## src/inc/display_pkg.sv

```systemverilog
// Shared constants, address map and character generator for the display host port.
// Assumes one 125 MHz system clock and a host that samples slowly against it.
package display_pkg;

  // ----------------------------------------------------------------------
  // Address map: a six-bit selector made of flash-select and five address lines.
  // ----------------------------------------------------------------------
  localparam logic [5:0] CTRL_WORD_ADDR   = 6'h30;  // Control word location.
  localparam logic [1:0] SEL_GLYPH_ADDR   = 2'h0;   // Upper address pair: glyph address.
  localparam logic [1:0] SEL_GLYPH_ROWS   = 2'h1;   // Upper address pair: glyph row RAM.
  localparam logic [1:0] SEL_CTRL         = 2'h2;   // Upper address pair: control word.
  localparam logic [1:0] SEL_CHAR_RAM     = 2'h3;   // Upper address pair: character RAM.

  // ----------------------------------------------------------------------
  // Control word fields and reset value.
  // ----------------------------------------------------------------------
  localparam int         CW_BRIGHT_LSB    = 0;      // Brightness code, three bits.
  localparam int         CW_FLASH_BIT     = 3;      // Per-character flash enable.
  localparam int         CW_BLINK_BIT     = 4;      // Whole-display blink enable.
  localparam int         CW_RESULT_BIT    = 5;      // Self-test outcome, one is a pass.
  localparam int         CW_TEST_BIT      = 6;      // Self-test start and busy flag.
  localparam int         CW_SELECT_BIT    = 7;      // Character RAM glyph/ROM selector.
  localparam logic [7:0] CTRL_RESET       = 8'h00;  // Full brightness, features off.

  // ----------------------------------------------------------------------
  // Geometry and timing counts.
  // ----------------------------------------------------------------------
  localparam int         NUM_DIGITS       = 8;      // Character positions.
  localparam int         NUM_ROWS         = 7;      // Dot rows per character.
  localparam int         NUM_COLS         = 5;      // Dot columns per character.
  localparam int         NUM_ROM_CODES    = 128;    // Fixed character codes.
  localparam int         NUM_USER_GLYPHS  = 16;     // User-defined glyph slots.
  localparam logic [3:0] PWM_STEPS        = 4'hF;   // Brightness slots per row.
  localparam int         OSC_HALF_CYCLES  = 16;     // Internal oscillator half period.
  localparam int         BLINK_FRAMES     = 64;     // Frames per blink or flash phase.
  localparam int         ST_ENTRIES       = NUM_ROM_CODES * NUM_ROWS;

  // Number of lit brightness slots for each three-bit brightness code.
  function automatic logic [3:0] duty_of(input logic [2:0] code);
    logic [3:0] d;
    d = 4'h0;
    unique case (code)
      3'h0: d = 4'hF;  // Full intensity.
      3'h1: d = 4'hC;
      3'h2: d = 4'h8;
      3'h3: d = 4'h6;  // Six of fifteen, forty percent.
      3'h4: d = 4'h4;
      3'h5: d = 4'h3;
      3'h6: d = 4'h2;
      3'h7: d = 4'h0;  // Blanked.
    endcase
    return d;
  endfunction

  // Fixed character generator; codes at and below a space render dark.
  function automatic logic [4:0] font_row(input logic [6:0] code, input logic [2:0] row);
    logic [4:0] r;
    r = 5'h00;
    if (code > 7'h20)
    begin
      r = code[4:0] ^ {row, code[6:5]};
    end
    return r;
  endfunction

  // Signature of the whole character generator, used by the self-test.
  function automatic logic [4:0] font_signature();
    logic [4:0] s;
    s = 5'h00;
    for (int c = 0; c < NUM_ROM_CODES; c++)
    begin
      for (int r = 0; r < NUM_ROWS; r++)
      begin
        s = {s[3:0], s[4]} ^ font_row(7'(c), 3'(r));
      end
    end
    return s;
  endfunction

  localparam logic [4:0] FONT_SIG = font_signature();

endpackage

```

## src/hdl/display_host_port.sv

```systemverilog
// Host port and scan engine of an eight-character dot-matrix display.
// Assumes a host that holds address and data steady around its strobes.
//
// Notes on behaviour
// One shared byte bus, both directions
// 128 fixed codes plus sixteen user glyphs
// Eight characters of five by seven dots
// Host waits three display clocks after reset
// Five address lines plus flash select
// Selector value 30H reaches control word
// Low three bits set eight brightness levels
// Writing 40H tests at full brightness
// Bit six set starts the self-test
// Bit five reports the self-test result
// Host reads result only after test ends
// Glyph definition: address write, seven rows
// Glyph address picks slot for rows
// Row write sets that row's dots
// Data bit seven picks glyph or code
// Clock select high drives internal oscillator out
// Clock select low slaves to clock pin
// Host writes: address, enable, strobe, release
// Result bit of one means pass
// Bit three flashes marked characters
// Bit four blinks the whole display
// Display reset pin is active low
`timescale 1ns/10ps
module display_host_port
#(
  parameter int OSC_HALF  = display_pkg::OSC_HALF_CYCLES,  // Oscillator half period.
  parameter int BLINK_LEN = display_pkg::BLINK_FRAMES      // Frames per blink phase.
)
(
  input  wire logic       sys_clk_i,      // System clock, 125 MHz.
  input  wire logic       srst_i,         // Synchronous reset, active high.
  input  wire logic       disp_rst_n_i,   // Display reset pin, active low.
  input  wire logic       ce_n_i,         // Chip enable pin, active low.
  input  wire logic       rd_n_i,         // Read strobe pin, active low.
  input  wire logic       wr_n_i,         // Write strobe pin, active low.
  input  wire logic       flash_sel_i,    // Flash-select pin, low reaches flash RAM.
  input  wire logic [4:0] addr_i,         // Address pins.
  input  wire logic [7:0] data_i,         // Data bus input side.
  output logic      [7:0] data_o,         // Data bus output side.
  output logic            data_oe_o,      // Data bus drive enable.
  input  wire logic       clk_sel_i,      // Clock select pin, high is internal.
  input  wire logic       disp_clk_i,     // Clock pin input side.
  output logic            disp_clk_o,     // Clock pin output side.
  output logic            disp_clk_oe_o,  // Clock pin drive enable.
  output logic      [2:0] digit_o,        // Character position being lit.
  output logic      [2:0] row_o,          // Dot row being lit.
  output logic      [4:0] dots_o          // Lit dots of that row.
);

  // ----------------------------------------------------------------------
  // Pin synchronisers
  // ----------------------------------------------------------------------
  logic [19:0] pin_s1_reg;  // First stage, read only by the second.
  logic [19:0] pin_s2_reg;  // Second stage, safe to use.
  logic        ext_clk_d_reg;  // Delayed external clock for edge detect.
  logic        wr_n_d_reg;     // Delayed write strobe for edge detect.

  // address and select
  // All pins pass two flip-flops before use.
  always_ff @(posedge sys_clk_i)
  begin
    pin_s1_reg    <= {disp_rst_n_i, ce_n_i, rd_n_i, wr_n_i, flash_sel_i, addr_i, data_i,
                      clk_sel_i, disp_clk_i};
    pin_s2_reg    <= pin_s1_reg;
    ext_clk_d_reg <= pin_s2_reg[0];
    wr_n_d_reg    <= pin_s2_reg[16];
  end

  logic       rst_n_s;   // Synced display reset.
  logic       ce_n_s;    // Synced chip enable.
  logic       rd_n_s;    // Synced read strobe.
  logic       wr_n_s;    // Synced write strobe.
  logic [5:0] sel_s;     // Synced flash select and address.
  logic [7:0] wdata_s;   // Synced data bus.
  logic       clk_sel_s; // Synced clock select.
  logic       ext_clk_s; // Synced external clock.
  logic       soft_rst;  // Reset from either source.
  logic       wr_take;   // Write taken on strobe release.

  assign {rst_n_s, ce_n_s, rd_n_s, wr_n_s, sel_s, wdata_s, clk_sel_s, ext_clk_s} = pin_s2_reg;
  // low pin resets
  assign soft_rst = srst_i | ~rst_n_s;
  // write on strobe rise
  assign wr_take  = wr_n_s & ~wr_n_d_reg & ~ce_n_s;

  // ----------------------------------------------------------------------
  // Register file
  // ----------------------------------------------------------------------
  logic [7:0] ctrl_reg, ctrl_next;          // Brightness, flash and blink bits.
  logic [3:0] glyph_addr_reg, glyph_addr_next;  // Selected user glyph slot.
  logic [7:0] char_reg [8];                 // Character RAM.
  logic [7:0] char_next [8];                // Next character RAM.
  logic [7:0] flash_reg, flash_next;        // Per-character flash bits.
  logic       test_busy_reg, test_busy_next;    // Self-test running.
  logic       test_pass_reg, test_pass_next;    // Self-test outcome.
  logic [9:0] test_idx_reg, test_idx_next;      // Self-test walk position.
  logic [4:0] test_sig_reg, test_sig_next;      // Running signature.
  logic       glyph_wr;                     // Row write to the glyph store.

  // Decodes host writes and runs the self-test walk.
  always_comb
  begin
    ctrl_next       = ctrl_reg;
    glyph_addr_next = glyph_addr_reg;
    char_next       = char_reg;
    flash_next      = flash_reg;
    test_busy_next  = test_busy_reg;
    test_pass_next  = test_pass_reg;
    test_idx_next   = test_idx_reg;
    test_sig_next   = test_sig_reg;
    glyph_wr        = 1'b0;
    // Self-test walk over every fixed character row.
    if (test_busy_reg)
    begin
      test_sig_next = {test_sig_reg[3:0], test_sig_reg[4]}
                      ^ display_pkg::font_row(7'(test_idx_reg / 10'(display_pkg::NUM_ROWS)),
                                              3'(test_idx_reg % 10'(display_pkg::NUM_ROWS)));
      test_idx_next = test_idx_reg + 10'h001;
      if (test_idx_reg == 10'(display_pkg::ST_ENTRIES - 1))
      begin
        test_busy_next = 1'b0;
        // one is a pass
        test_pass_next = (test_sig_next == display_pkg::FONT_SIG);
      end
    end
    if (wr_take)
    begin
      if (!sel_s[5])
      begin
        // Flash RAM: one bit per character position.
        flash_next[sel_s[2:0]] = wdata_s[0];
      end
      else
      begin
        unique case (sel_s[4:3])
          display_pkg::SEL_GLYPH_ADDR:
          begin
            // slot select
            glyph_addr_next = wdata_s[3:0];
          end
          display_pkg::SEL_GLYPH_ROWS:
          begin
            // row writes follow
            glyph_wr = 1'b1;
          end
          display_pkg::SEL_CTRL:
          begin
            // control word select
            // brightness field
            // flash enable
            // blink enable
            ctrl_next = {3'h0, wdata_s[4:0]};
            // start self-test
            // test at full
            if (wdata_s[display_pkg::CW_TEST_BIT] && !test_busy_reg)
            begin
              test_busy_next = 1'b1;
              test_pass_next = 1'b0;
              test_idx_next  = 10'h000;
              test_sig_next  = 5'h00;
            end
          end
          display_pkg::SEL_CHAR_RAM:
          begin
            // stored with selector
            char_next[sel_s[2:0]] = wdata_s;
          end
        endcase
      end
    end
  end

  // reset clears state
  // Holds everything at its reset value while either reset is active.
  always_ff @(posedge sys_clk_i)
  begin
    if (soft_rst)
    begin
      ctrl_reg       <= display_pkg::CTRL_RESET;
      glyph_addr_reg <= 4'h0;
      char_reg       <= '{default: 8'h20};
      flash_reg      <= 8'h00;
      test_busy_reg  <= 1'b0;
      test_pass_reg  <= 1'b0;
      test_idx_reg   <= 10'h000;
      test_sig_reg   <= 5'h00;
    end
    else
    begin
      ctrl_reg       <= ctrl_next;
      glyph_addr_reg <= glyph_addr_next;
      char_reg       <= char_next;
      flash_reg      <= flash_next;
      test_busy_reg  <= test_busy_next;
      test_pass_reg  <= test_pass_next;
      test_idx_reg   <= test_idx_next;
      test_sig_reg   <= test_sig_next;
    end
  end

  // ----------------------------------------------------------------------
  // Host read path
  // ----------------------------------------------------------------------
  logic [7:0] rdata_next;  // Read value for the selected location.
  logic       oe_next;     // Drive the bus this cycle.

  // display drives reads
  // result in bit five
  always_comb
  begin
    oe_next    = ~ce_n_s & ~rd_n_s;
    rdata_next = 8'h00;
    if (!sel_s[5])
    begin
      rdata_next = {7'h00, flash_reg[sel_s[2:0]]};
    end
    else
    begin
      unique case (sel_s[4:3])
        display_pkg::SEL_GLYPH_ADDR: rdata_next = {4'h0, glyph_addr_reg};
        display_pkg::SEL_GLYPH_ROWS: rdata_next = 8'h00;
        display_pkg::SEL_CTRL:       rdata_next = {1'b0, test_busy_reg, test_pass_reg,
                                                   ctrl_reg[4:0]};
        display_pkg::SEL_CHAR_RAM:   rdata_next = char_reg[sel_s[2:0]];
      endcase
    end
  end

  // Registers the bus outputs.
  always_ff @(posedge sys_clk_i)
  begin
    if (srst_i)
    begin
      data_o    <= 8'h00;
      data_oe_o <= 1'b0;
    end
    else
    begin
      data_o    <= rdata_next;
      data_oe_o <= oe_next;
    end
  end

  // ----------------------------------------------------------------------
  // Display clock source
  // ----------------------------------------------------------------------
  logic [7:0] osc_cnt_reg, osc_cnt_next;  // Oscillator divider.
  logic       osc_reg, osc_next;          // Oscillator level.
  logic       tick;                       // One display clock edge.

  // internal oscillator out
  // slave to clock pin
  always_comb
  begin
    osc_cnt_next = osc_cnt_reg + 8'h01;
    osc_next     = osc_reg;
    if (osc_cnt_reg == 8'(OSC_HALF - 1))
    begin
      osc_cnt_next = 8'h00;
      osc_next     = ~osc_reg;
    end
    if (clk_sel_s)
    begin
      tick = ~osc_reg & osc_next;
    end
    else
    begin
      tick = ext_clk_s & ~ext_clk_d_reg;
    end
  end

  // Registers the divider and the clock pin drive.
  always_ff @(posedge sys_clk_i)
  begin
    if (srst_i)
    begin
      osc_cnt_reg   <= 8'h00;
      osc_reg       <= 1'b0;
      disp_clk_o    <= 1'b0;
      disp_clk_oe_o <= 1'b0;
    end
    else
    begin
      osc_cnt_reg   <= osc_cnt_next;
      osc_reg       <= osc_next;
      disp_clk_o    <= osc_next;
      disp_clk_oe_o <= clk_sel_s;
    end
  end

  // ----------------------------------------------------------------------
  // Scan engine
  // ----------------------------------------------------------------------
  logic [3:0] pwm_reg, pwm_next;      // Brightness slot within a row.
  logic [2:0] row_reg, row_next;      // Row being scanned.
  logic [2:0] dig_reg, dig_next;      // Character being scanned.
  logic [7:0] frame_reg, frame_next;  // Frames within a blink phase.
  logic       phase_reg, phase_next;  // Blink/flash off phase.
  logic [4:0] glyph_dots;             // Dots from the glyph store.
  logic       lit;                    // Row shown in this slot.

  // eight by seven scan
  always_comb
  begin
    pwm_next   = pwm_reg;
    row_next   = row_reg;
    dig_next   = dig_reg;
    frame_next = frame_reg;
    phase_next = phase_reg;
    if (tick)
    begin
      pwm_next = pwm_reg + 4'h1;
      if (pwm_reg == display_pkg::PWM_STEPS - 4'h1)
      begin
        pwm_next = 4'h0;
        row_next = row_reg + 3'h1;
        if (row_reg == 3'(display_pkg::NUM_ROWS - 1))
        begin
          row_next = 3'h0;
          dig_next = dig_reg + 3'h1;
          if (dig_reg == 3'(display_pkg::NUM_DIGITS - 1))
          begin
            frame_next = frame_reg + 8'h01;
            if (frame_reg == 8'(BLINK_LEN - 1))
            begin
              frame_next = 8'h00;
              phase_next = ~phase_reg;
            end
          end
        end
      end
    end
    // brightness duty
    lit = (pwm_reg < display_pkg::duty_of(ctrl_reg[2:0]));
    // whole display blink
    if (ctrl_reg[display_pkg::CW_BLINK_BIT] && phase_reg)
    begin
      lit = 1'b0;
    end
    // marked characters flash
    if (ctrl_reg[display_pkg::CW_FLASH_BIT] && flash_reg[dig_reg] && phase_reg)
    begin
      lit = 1'b0;
    end
  end

  // Registers the scan position and the drive outputs.
  always_ff @(posedge sys_clk_i)
  begin
    if (soft_rst)
    begin
      pwm_reg   <= 4'h0;
      row_reg   <= 3'h0;
      dig_reg   <= 3'h0;
      frame_reg <= 8'h00;
      phase_reg <= 1'b0;
      digit_o   <= 3'h0;
      row_o     <= 3'h0;
      dots_o    <= 5'h00;
    end
    else
    begin
      pwm_reg   <= pwm_next;
      row_reg   <= row_next;
      dig_reg   <= dig_next;
      frame_reg <= frame_next;
      phase_reg <= phase_next;
      digit_o   <= dig_reg;
      row_o     <= row_reg;
      dots_o    <= lit ? glyph_dots : 5'h00;
    end
  end

  // row into glyph store
  glyph_store u_glyph_store
  (
    .sys_clk_i (sys_clk_i),
    .wr_en_i   (glyph_wr),
    .wr_slot_i (glyph_addr_reg),
    .wr_row_i  (sel_s[2:0]),
    .wr_dots_i (wdata_s[4:0]),
    .rd_code_i (char_reg[dig_reg]),
    .rd_row_i  (row_reg),
    .rd_dots_o (glyph_dots)
  );

endmodule

```

## src/hdl/glyph_store.sv

```systemverilog
// User glyph RAM and character-to-dots lookup for one digit row.
// Assumes writes come from the host port already decoded to slot and row.
`timescale 1ns/10ps
module glyph_store
(
  input  wire logic       sys_clk_i,   // System clock.
  input  wire logic       wr_en_i,     // Write one glyph row.
  input  wire logic [3:0] wr_slot_i,   // Glyph slot written.
  input  wire logic [2:0] wr_row_i,    // Row written, zero based.
  input  wire logic [4:0] wr_dots_i,   // Dots of that row.
  input  wire logic [7:0] rd_code_i,   // Character RAM entry.
  input  wire logic [2:0] rd_row_i,    // Row being scanned.
  output logic      [4:0] rd_dots_o    // Dots for that row.
);

  // ----------------------------------------------------------------------
  // Storage
  // ----------------------------------------------------------------------
  // Sixteen slots of seven rows of five dots.
  logic [4:0] user_ram [display_pkg::NUM_USER_GLYPHS * display_pkg::NUM_ROWS];
  logic [6:0] wr_index;  // Flat write index.
  logic [6:0] rd_index;  // Flat read index.

  assign wr_index = 7'(wr_slot_i * 7'(display_pkg::NUM_ROWS)) + 7'(wr_row_i);
  assign rd_index = 7'(rd_code_i[3:0] * 7'(display_pkg::NUM_ROWS)) + 7'(rd_row_i);

  // row dots stored
  // Each row write lands in one row of the slot; the eighth row address is ignored.
  always_ff @(posedge sys_clk_i)
  begin
    if (wr_en_i && (wr_row_i < 3'(display_pkg::NUM_ROWS)))
    begin
      user_ram[wr_index] <= wr_dots_i;
    end
  end

  // ----------------------------------------------------------------------
  // Lookup
  // ----------------------------------------------------------------------
  // selector picks source
  // The top bit of the entry chooses a user glyph over the fixed set.
  always_comb
  begin
    if (rd_row_i >= 3'(display_pkg::NUM_ROWS))
    begin
      rd_dots_o = 5'h00;
    end
    else if (rd_code_i[display_pkg::CW_SELECT_BIT])
    begin
      rd_dots_o = user_ram[rd_index];
    end
    else
    begin
      // fixed character codes
      rd_dots_o = display_pkg::font_row(rd_code_i[6:0], rd_row_i);
    end
  end

endmodule

```

## config.mk

```make
export PLATFORM = sky130hd
export DESIGN_NAME = display_host_port
export DESIGN_NICKNAME = d
export VERILOG_FILES = /design/src/inc/display_pkg.sv /design/src/hdl/display_host_port.sv /design/src/hdl/glyph_store.sv
export SDC_FILE = /design/constraint.sdc
export NUM_CORES = 1
export LEC_CHECK = 0
export ABC_AREA = 1
export BUFFER_PORTS_ARGS = -buffer_cell sky130_fd_sc_hd__buf_2
export CORE_MARGIN = 1
export CORE_UTILIZATION = 60
export DETAILED_ROUTE_END_ITERATION = 8
export PLACE_DENSITY = 0.78
export SYNTH_ARGS = -nofsm -noshare
export SYNTH_HDL_FRONTEND = slang
export SYNTH_HIERARCHICAL = 1
export SYNTH_SLANG_ARGS = --single-unit
```

## constraint.sdc

```tcl
create_clock -name sys_clk_i -period 5.3 [get_ports sys_clk_i]
set_input_delay 0.265 -clock sys_clk_i [delete_from_list [all_inputs] [get_ports sys_clk_i]]
set_output_delay 0.265 -clock sys_clk_i [all_outputs]
set_load 0.03 [all_outputs]
```

### Word-level counts from Yosys, hierarchy flattened

Memory sizes are Yosys's and may differ from the RTL's. A register that Yosys moved wholly into a read port is not among the register bits.
Cells that the tools add are included.

| cells by class | value |
|---|---|
| add/sub/neg operators | 8 |
| multipliers | 2 |
| div/mod/pow operators | 2 |
| $lt $le $gt $ge | 11 |
| eq/ne operators | 9 |
| mux-type cells | 58 |
| bitwise logic cells | 20 |
| reductions and logical operators | 21 |

Operators with widths:

| cell | number |
|---|---|
| bitwise mux 64 bit | 1 |
| 2-to-1 mux 10 bit | 5 |
| binary-select mux 8 bit (select 3 bit) | 2 |
| 2-to-1 mux 8 bit | 6 |
| 2-to-1 mux 5 bit | 9 |
| one-hot mux 8 bit (4 select lines) | 1 |
| 2-to-1 mux 1 bit | 25 |
| demux 8 bit (select 3 bit) | 1 |
| adder 8 x 1 -> 8 bit (second input constant) | 2 |
| bitwise XOR 5 bit | 3 |
| adder 7 x 3 -> 7 bit | 2 |
| > comparator 7 x 6 -> 1 bit (second input constant) | 2 |
| multiplier 4 x 3 -> 7 bit (second input constant) | 2 |
| AND reduction 3 bit | 4 |
| adder 10 x 1 -> 10 bit (second input constant) | 1 |
| divider 10 x 3 -> 10 bit (second input constant) | 1 |
| equality test 10 bit (second input constant) | 1 |
| remainder unit 10 x 3 -> 10 bit (second input constant) | 1 |
| 2-to-1 mux 3 bit | 3 |
| inverter 1 bit | 9 |
| bitwise mux 8 bit | 1 |
| equality test 8 x 4 -> 1 bit (second input constant) | 1 |
| equality test 8 x 6 -> 1 bit (second input constant) | 1 |
| >= comparator 4 bit (second input constant) | 2 |
| 27 further kinds | 45 |

| storage, ports and cells | value |
|---|---|
| bits in registers | 189 |
| RAM bits | 560 |
| bits in read-only memories | 32 |
| input bits | 22 |
| output and inout port bits | 22 |
| word-level logic and storage cells | 166 |
| memories | 2 |

Memory list:

| memory | words | width | rd ports | clocked after Yosys merged registers in | write ports | line | RTL |
|---|---|---|---|---|---|---|---|
| u_glyph_store.user_ram | 112 | 5 | 1 | 0 | 1 | glyph_store.sv:20 | `logic [4:0] user_ram [display_pkg::NUM_USER_GLYPHS * display_pkg::NUM_ROWS];` |
| (name not given) | 8 | 4 | 1 | 1 | 0 | display_pkg.sv:42 | `unique case (code)` |

### Logic depth before layout (Yosys ltp)

Gate-level depths: netlist of run 1.

| logic depth | value |
|---|---|
| depth in word-level cells | 12 |
| mapped depth | 41 |
| gate-level depth less buffers | 40 |

### Hierarchy

The synthesis of run 1 kept the hierarchy.

Modules (own cells, without submodules):

| module | instances | cells an instance | area an instance (um^2) | sequential area each (um^2) |
|---|---|---|---|---|
| glyph_store | 1 | 2130 | 24129.4 | 16816.1 |
| display_host_port | 1 | 1141 | 8499.4 | 3863.7 |

### Worst setup path after synthesis of run 1

No wires, ideal clock.

| timing | value |
|---|---|
| path type | register -> register |
| start point | register dig_reg[0] |
| end point | register dots_o[1] |
| setup time | 128 ps |
| arrival | 4157 ps |
| data required time | 5172 ps |
| slack | 1015 ps |
| cell stages (with the launch flop) | 20 |
| buffers on the path | 3 |
| clock period less this slack | 4285 ps |
| cell sequence | dfxtp_1 -> clkbuf_1 -> clkbuf_1 -> o21ai_0 -> a221oi_1 -> a31oi_1 -> fa_1 -> fa_1 -> fa_1 -> xor2_4 -> inv_4 -> buf_2 -> nand3_1 -> nand3_1 -> nand3_1 -> nand2_1 -> nand2_1 -> o21a_1 -> inv_1 -> nor2_1 |

| on the way | value |
|---|---|
| longest elaborated chain between the ends | 8 |
| elaborated cells between the ends (all ways) | 18 |
| classes of those cells | add/sub (1); mul (1); order compare (1); mux (8); bitwise (3); reduce/logical (3); memory (1) |

RTL lines:

| what | line | RTL |
|---|---|---|
| from (decl) | display_host_port.sv:300 | `logic [2:0] dig_reg, dig_next;` |
| from (signal assigned) | display_host_port.sv:369 | `dig_reg <= dig_next;` |
| inverter 3 -> 4 bit (implied by the code) | display_host_port.sv:386 | `.rd_code_i (char_reg[dig_reg]),` |
| binary-select mux 8 bit (select 3 bit) | display_host_port.sv:386 |  |
| 2-to-1 mux 8 bit (implied by the code) (2 in a row) | display_host_port.sv:386 |  |
| multiplier 4 x 3 -> 7 bit | glyph_store.sv:25 | `assign rd_index = 7'(rd_code_i[3:0] * 7'(display_pkg::NUM_ROWS)) + 7'(rd_row_i);` |
| adder 7 x 3 -> 7 bit | glyph_store.sv:25 |  |
| memory read (112 x 5 bit) | n/a |  |
| 2-to-1 mux 5 bit | glyph_store.sv:48 | `else if (rd_code_i[display_pkg::CW_SELECT_BIT])` |
| to (signal assigned) | display_host_port.sv:374 | `dots_o <= lit ? glyph_dots : 5'h00;` |
| to (decl) | display_host_port.sv:51 | `output logic [4:0] dots_o` |

Parallel ways exist; a longest one is shown, timed or not. The select of a mux whose other input is x is not followed.
A chain may end at the register's enable or synchronous reset.

### Worst setup path in the final report of run 1

| timing | value |
|---|---|
| start point | register dig_reg[2] |
| end point | register dots_o[3] |

Same word-level chain as after synthesis.

==> results of run 1 <==
==> cells in the final DEF, fill, tap and decap left out, drive strengths merged, types with 5 or more instances in the layout <==
cell and n:
nand2 768, nand4 20, xor2 15, dlygate4sd3 21, a221oi 10, nand3 526
fa 10, edfxtp 560, clkinv 30, ha 42, buf 82, or2 6
a21oi 126, nor2 315, o211ai 14, inv 240, o21ai 162, clkinvlp 6
dfxtp 193, nor3 26, o21a 5, clkbuf 97, a31oi 17, o22ai 16
xnor2 5
==> per-layer routing <==
layer,wire (um),share of wire,vias up
met5,0,0,-
met1,32500,0.39,11600
li1,-,-,11200
met4,3520,0.042,0
met2,39400,0.47,1435
met3,8280,0.099,249
==> power groups by stage <==
| stage | Clock (mW) | Combinational (mW) | Sequential [mW] |
|---|---|---|---|
| 4_1_cts | 5.08 | 0.163 | 6.40 |
| 6_report | 5.02 | 0.165 | 6.40 |
| 2_1_floorplan | 0 | 0.0686 | 6.52 |
| 5_1_grt | 5.29 | 0.178 | 6.40 |
| 3_5_place_dp | 0 | 0.151 | 6.52 |
| 3_3_place_gp | 0 | 0.146 | 6.52 |
==> area by class of cell <==
class	count	area, sq um
Inverter	241	915
Tap cell	696	871
Timing Repair Buffer	103	768
Multi-Input combinational cell	2113	10300
Clock inverter	37	268
Fill cell	4042	18000
Sequential cell	753	20700
Clock buffer	97	2030
==> synth_stat cells (11+ instances only) <==
master,instances
nand2_2,30
inv_1,223
dfxtp_1,193
xor2_1,14
buf_2,69
o21ai_0,156
nand4_1,17
nor2_1,305
buf_1,12
edfxtp_1,560
ha_1,42
clkbuf_1,71
o22ai_1,16
nor3_1,26
nand3_1,523
nand2_1,734
a21oi_1,123
a31oi_1,17
inv_2,11
o211ai_1,14
==> worst max-delay path: stages (launching register included) <==
cell and delay [ns]:
dfxtp_1 0.40, clkinv_1 0.40, a31oi_1 0.59, fa_1 0.55, fa_1 0.54, fa_2 0.61
buf_4 0.65, nand3_1 0.26, nand3_1 0.15, nand3_1 0.10, nand3_1 0.15, nand3_1 0.11
nand2_1 0.09, a21oi_1 0.06, inv_1 0.06, nor2_1 0.04
==> kinds of logic after synthesis <==
| group | share of synthesized area |
|---|---|
| AND/OR/NAND/NOR | 0.223 |
| flip-flops | 0.634 |
| buffers and inverters | 0.0513 |
| AO/OA/AOI/OAI | 0.0632 |
| adder cells (fa/ha/maj) | 0.0222 |
| XOR/XNOR | 0.00652 |
==> path summary, 6_finish.rpt <==
check                              startpoint  slack, ns             to  depth (start not counted)
worst max-delay path               dig_reg[2]       0.37      dots_o[3]                         15
worst min-delay path                data_i[6]       0.28  pin_s1_reg[8]                          2
worst min register to register  pin_s1_reg[5]       0.32  pin_s2_reg[5]                          0
worst max register to register     dig_reg[2]       0.37      dots_o[3]                         15
==> impl_results.md, run 1 <==
* Worst setup SP type: flop
* Clock power share at 0.434
* Setup violators final at 0
* Nets at 3362
* NetSw at 2.38 mW
* CTS hold repair buffers at 21
* Total negative setup slack at 0 ns
* Top area cells in the synthesized netlist: edfxtp_1, dfxtp_1, nand2_1
* GR Util met2 at 0.489
* Max_slew headroom at 0.147
* Rows at 85
* Post-Syn Instances at 3271
* Register area share after synthesis at 0.634
* Final Util at 0.666
* Final instance area at 35900 sq um
* Die area at 55300 sq um
* Total Wirelength at 83700 um
* Largest net degree at the start of global routing at 141
* CTS Buf Count at 76
* Final Power at 11.6 mW
* P&R area growth vs syn at 9.89%
* Mapped cell area at 32600 sq um
* Peak Freq at 0.203 GHz
* Remaining DRCs at 0
* Clock-pin transition on the worst setup and hold timing paths at 0.06 ns
* Syn_nets at 3345
* Worst min path class: in2reg
* Die extent in y at 235 um
* CTS-repair resized insts at 0
* Hold_ws at 0.283 ns
* Comb pwr share at 0.014
* Critical path peak fanout at 70
* Sw Ratio at 0.206
* Worst vdd rail ir drop at 0.000295 V
* Starting Density at 0.606
* Clock sinks at 753
* WP data required at 5.79 ns
* Pre-CTS setup slack at 0.490 ns
* Asr flop ratio synth at 0
* Vias in the first global route at 23500
* Final Critical Period at 4.93 ns
* Final Slew Violations at 0
* DR vias at 24600
* Internal at 9.20 mW
* Core area at 53800 sq um
* DR vias/cell at 6.08
* P per Cell Area at 323 nW/um^2
* TritonCTS clock tree: yes
* H-Tree Depth at 3
* Final GP Congestion at 0.941
* Antenna violations before repair at 0
* Max reg flops at 560
* Top_reg_cell synth: edfxtp_1
* CTS max path bufs at 3
* Clock root cell: clkbuf_16
* Synth Register Bits at 753
* Synth cell types at 55
* Met1 usage at 0.395
* Die W at 235 um
* Yosys Warn Count at 6
* Inserted Diodes at 0
* Cells after DPL at 3885
* Share of the synthesized area in the top cell type at 0.515
* Endpoints failing hold at 0
* Post-CTS setup buffers at 0
* Avg Synthesized Cell Area at 9.98 sq um
* Worst Setup Path Type: reg2reg
* Status: finished, final reports clean
* Seq pwr share at 0.552
* Met3 usage at 0.0592
* Placed cell area at 33300 sq um
* Grt ovf at 0
* Post-Route Skew at 0.0238 ns
* 1st-iter DRT viols at 2622
* Global Route Usage Sum at 0.301
* Worst endpoint data arrival time at 5.42 ns
* Crit. End Element: flop
* Final worst-path cycle share at 0.931
* Global-route wire length before repair at 129000 um
* RSZ-0062 raised after global routing: false
* Post-synth EDFFs at 560
* I/O pin total at 44
* Post-route ant nets at 0
* Global route hottest layer: met2
* Final Worst Setup Slack at 0.368 ns
* Static Leakage at 13.2 nW
* TritonRoute pass-1 iters at 7
* Worst Tran Pin Value at 1.28 ns
* Post-DP HPWL at 51900 um
* Clk Latency, worst-skew pair at 0.63 ns
* DR WL/cell at 20.7 um
* Final Non-Filler Cells at 4040
* Layout cells sized above 1 at 0.0813
* PortBufs at 43
* Area leader, netlist: edfxtp_1
* Max-Cap Viols at 0
Note: power is estimated with default switching activity, not from simulation.
==> run 2: changes to the inputs <==
--- a/config.mk
+++ b/config.mk
@@ -7,10 +7,10 @@
 export LEC_CHECK = 0
 export ABC_AREA = 1
 export BUFFER_PORTS_ARGS = -buffer_cell sky130_fd_sc_hd__buf_2
-export CORE_MARGIN = 1
+export CORE_MARGIN = 2
 export CORE_UTILIZATION = 60
 export DETAILED_ROUTE_END_ITERATION = 8
-export PLACE_DENSITY = 0.78
+export PLACE_DENSITY = 0.76
 export SYNTH_ARGS = -nofsm -noshare
 export SYNTH_HDL_FRONTEND = slang
 export SYNTH_HIERARCHICAL = 1
==> run 2 against run 1 <==
  * Die area rose by 1.7%
  * Global-route usage fell by 0.30 points
  * Count of clock-buffer cells in the layout rose by 1
==> impl_results.md, run 2 (synthesized netlist as in run 1, its figures left out) <==
* Die extent in y at 237 um (+0.85%)
* Peak Freq at 0.203 GHz (+0.32%)
* Setup violators final at 0 (unchanged)
* Vias in the first global route at 23700 (+0.90%)
* Static Leakage at 13.3 nW (+0.41%)
* Starting Density at 0.606 (unchanged)
* Clock root cell: clkbuf_16
* I/O pin total at 44 (unchanged)
* Die area at 56300 sq um (+1.7%)
* Inserted Diodes at 0 (unchanged)
* Worst Tran Pin Value at 1.16 ns (-0.118 ns)
* P&R area growth vs syn at 10.3%
* 1st-iter DRT viols at 2915 (+11%)
* Worst min path class: in2reg
* Clock sinks at 753 (unchanged)
* TritonCTS clock tree: yes
* Total Wirelength at 83400 um (-0.29%)
* Die W at 237 um (+0.85%)
* Largest net degree at the start of global routing at 218 (+55%)
* Worst endpoint data arrival time at 5.45 ns (+0.03 ns)
* WP data required at 5.83 ns (+0.04 ns)
* Rows at 85 (unchanged)
* Met1 usage at 0.392 (-0.00359)
* Max-Cap Viols at 0 (unchanged)
* Worst setup SP type: flop
* Post-DP HPWL at 52200 um (+0.48%)
* Final Worst Setup Slack at 0.384 ns (+0.0157 ns)
* Remaining DRCs at 0 (unchanged)
* Worst Setup Path Type: reg2reg
* Hold_ws at 0.277 ns (-0.00602 ns)
* Clock-pin transition on the worst setup and hold timing paths at 0.07 ns (about the same)
* Antenna violations before repair at 1 (+1)
* P per Cell Area at 328 nW/um^2 (+1.4%)
* Status: finished, final reports clean
* Slowest cell on the critical path: fa_2
* Most frequent cells in the layout: nand2_1, edfxtp_1, nand3_1, nor2_1, inv_1
* Post-CTS setup buffers at 0 (unchanged)
* Worst hold path stage count at 2 (unchanged)
* TritonRoute pass-1 iters at 6 (-1)
* Global Route Usage Sum at 0.298 (-0.00301)
* CTS Buf Count at 77 (+1.3%)
* Placed cell area at 33300 sq um (about the same)
* Worst r2r path cells at 19 (+4)
* Post-Route Skew at 0.0256 ns (+0.00178 ns)
* GR Util met2 at 0.495 (+0.00510)
* CTS max path bufs at 3 (unchanged)
* Max reg flops at 560 (unchanged)
* Crit. path cell count at 19 (+4)
* Most used cell, CP: nand3_1
* Nets at 3357 (-0.15%)
* Final worst-path cycle share at 0.928 (-0.00295)
* FILL cells at 3992 (-1.2%)
* Total negative setup slack at 0 ns (unchanged)
* Max_slew headroom at 0.228 (+0.0806)
* Final Non-Filler Cells at 4031 (-0.22%)
* Cells after DPL at 3879 (-0.15%)
* Global-route wire length before repair at 130000 um (+0.61%)
* Post-route ant nets at 0 (unchanged)
* Global route hottest layer: met2
* DR vias at 24400 (-0.71%)
* Final Slew Violations at 0 (unchanged)
* RSZ-0062 raised after global routing: false
* H-Tree Depth at 3 (unchanged)
* CP Cell Sequence: inv_1 > buf_4 > nand2_1 > a221oi_1 > a31oi_1 > buf_4 > fa_1 > fa_1 > fa_2 > buf_4 > nand3_1 > nand3_1 > nand3_1 > nand3_1 > nand2_1 > nor2_1 > o21a_1 > inv_1 > nor2_1
* Pre-CTS setup slack at 0.350 ns (-0.140 ns)
* Crit. End Element: flop
* Critical path's top delay family: adder cells
* Worst Path Buf+Inv at 5 (+2)
* Grt ovf at 0 (unchanged)
* Layout cells sized above 1 at 0.0810 (-0.000380)
* Commonest non-fill, non-tap cell in the layout: nand2_1
* Met3 usage at 0.0478 (-0.0114)
* DR WL/cell at 20.7 um (about the same)
* Core area at 53800 sq um (unchanged)
* Endpoints failing hold at 0 (unchanged)
* Final GP Congestion at 0.955 (+1.5%)
* Clk Latency, worst-skew pair at 0.62 ns (about the same)
* Final Critical Period at 4.92 ns (-0.0157 ns)
* CP peak stage delay at 0.61 ns (-0.04 ns)
* Worst vdd rail ir drop at 0.000305 V (+3.6%)
* DR vias/cell at 6.05 (-0.49%)
* PortBufs at 43 (unchanged)
* Critical path peak fanout at 70 (unchanged)
* Final instance area at 36000 sq um (+0.35%)
run 2: cell types whose count changed in the layout (fill, tap and decap cells not counted), sizes merged:
| cell | delta |
|---|---|
| buf | -6 |
| bufinv | +3 |
| clkbuf | +1 |
| clkinv | -1 |
| clkinvlp | -5 |
| inv | -1 |
run 2: where the power goes:
part	total, mW	switching [mW]	leakage (nW)	internal [mW]
clock network	5.23	2.19	1.19	3.04
logic	0.167	0.127	5.50	0.0407
registers	6.39	0.0497	6.61	6.34
run 2: worst register-to-register path, delay by kind of cell (launching register included):
family	cells	cell delay, ns
buf+inv	5	1.31
fa+ha+maj	3	1.64
simple gates	8	1.05
compound gates	3	0.50
flops	1	0.31
run 2: worst paths after layout:
path	slack, ns	endpoint	start
max	0.38	dots_o[2]	dig_reg[0]
max reg2reg	0.38	dots_o[2]	dig_reg[0]
min	0.28	pin_s1_reg[14]	addr_i[4]
min reg2reg	0.32	pin_s2_reg[8]	pin_s1_reg[8]
run 2: stage by stage:
stage	utilization	power [mW]
global placement	0.620	6.67
floorplan	-	6.59
CTS	0.668	11.9
detailed placement	0.620	6.67
finish	0.669	11.8
global route	0.669	12.1
run 2: repair_timing:
action	CTS	global route
hold buffers	21	0
endpoints found under the setup margin	0	6
endpoints found under the hold margin	23	0
gates resized for setup	0	5
run 2: layer usage:
metal	up-vias	share of wire	wire [um]
met2	1270	0.48	39900
met3	231	0.091	7570
met1	11700	0.39	32600
met5	-	0.00017	14
li1	11200	-	-
met4	2	0.040	3350
run 2: layout make-up:
type	instances	area, sq um	area share
clock inverters	33	318	0.00883
flip-flops and latches	753	20700	0.575
clock buffers	98	2100	0.0583
repair buffers	97	761	0.0211
inverters	241	917	0.0255
well taps	696	871	0.0242
multi-input cells	2113	10300	0.287
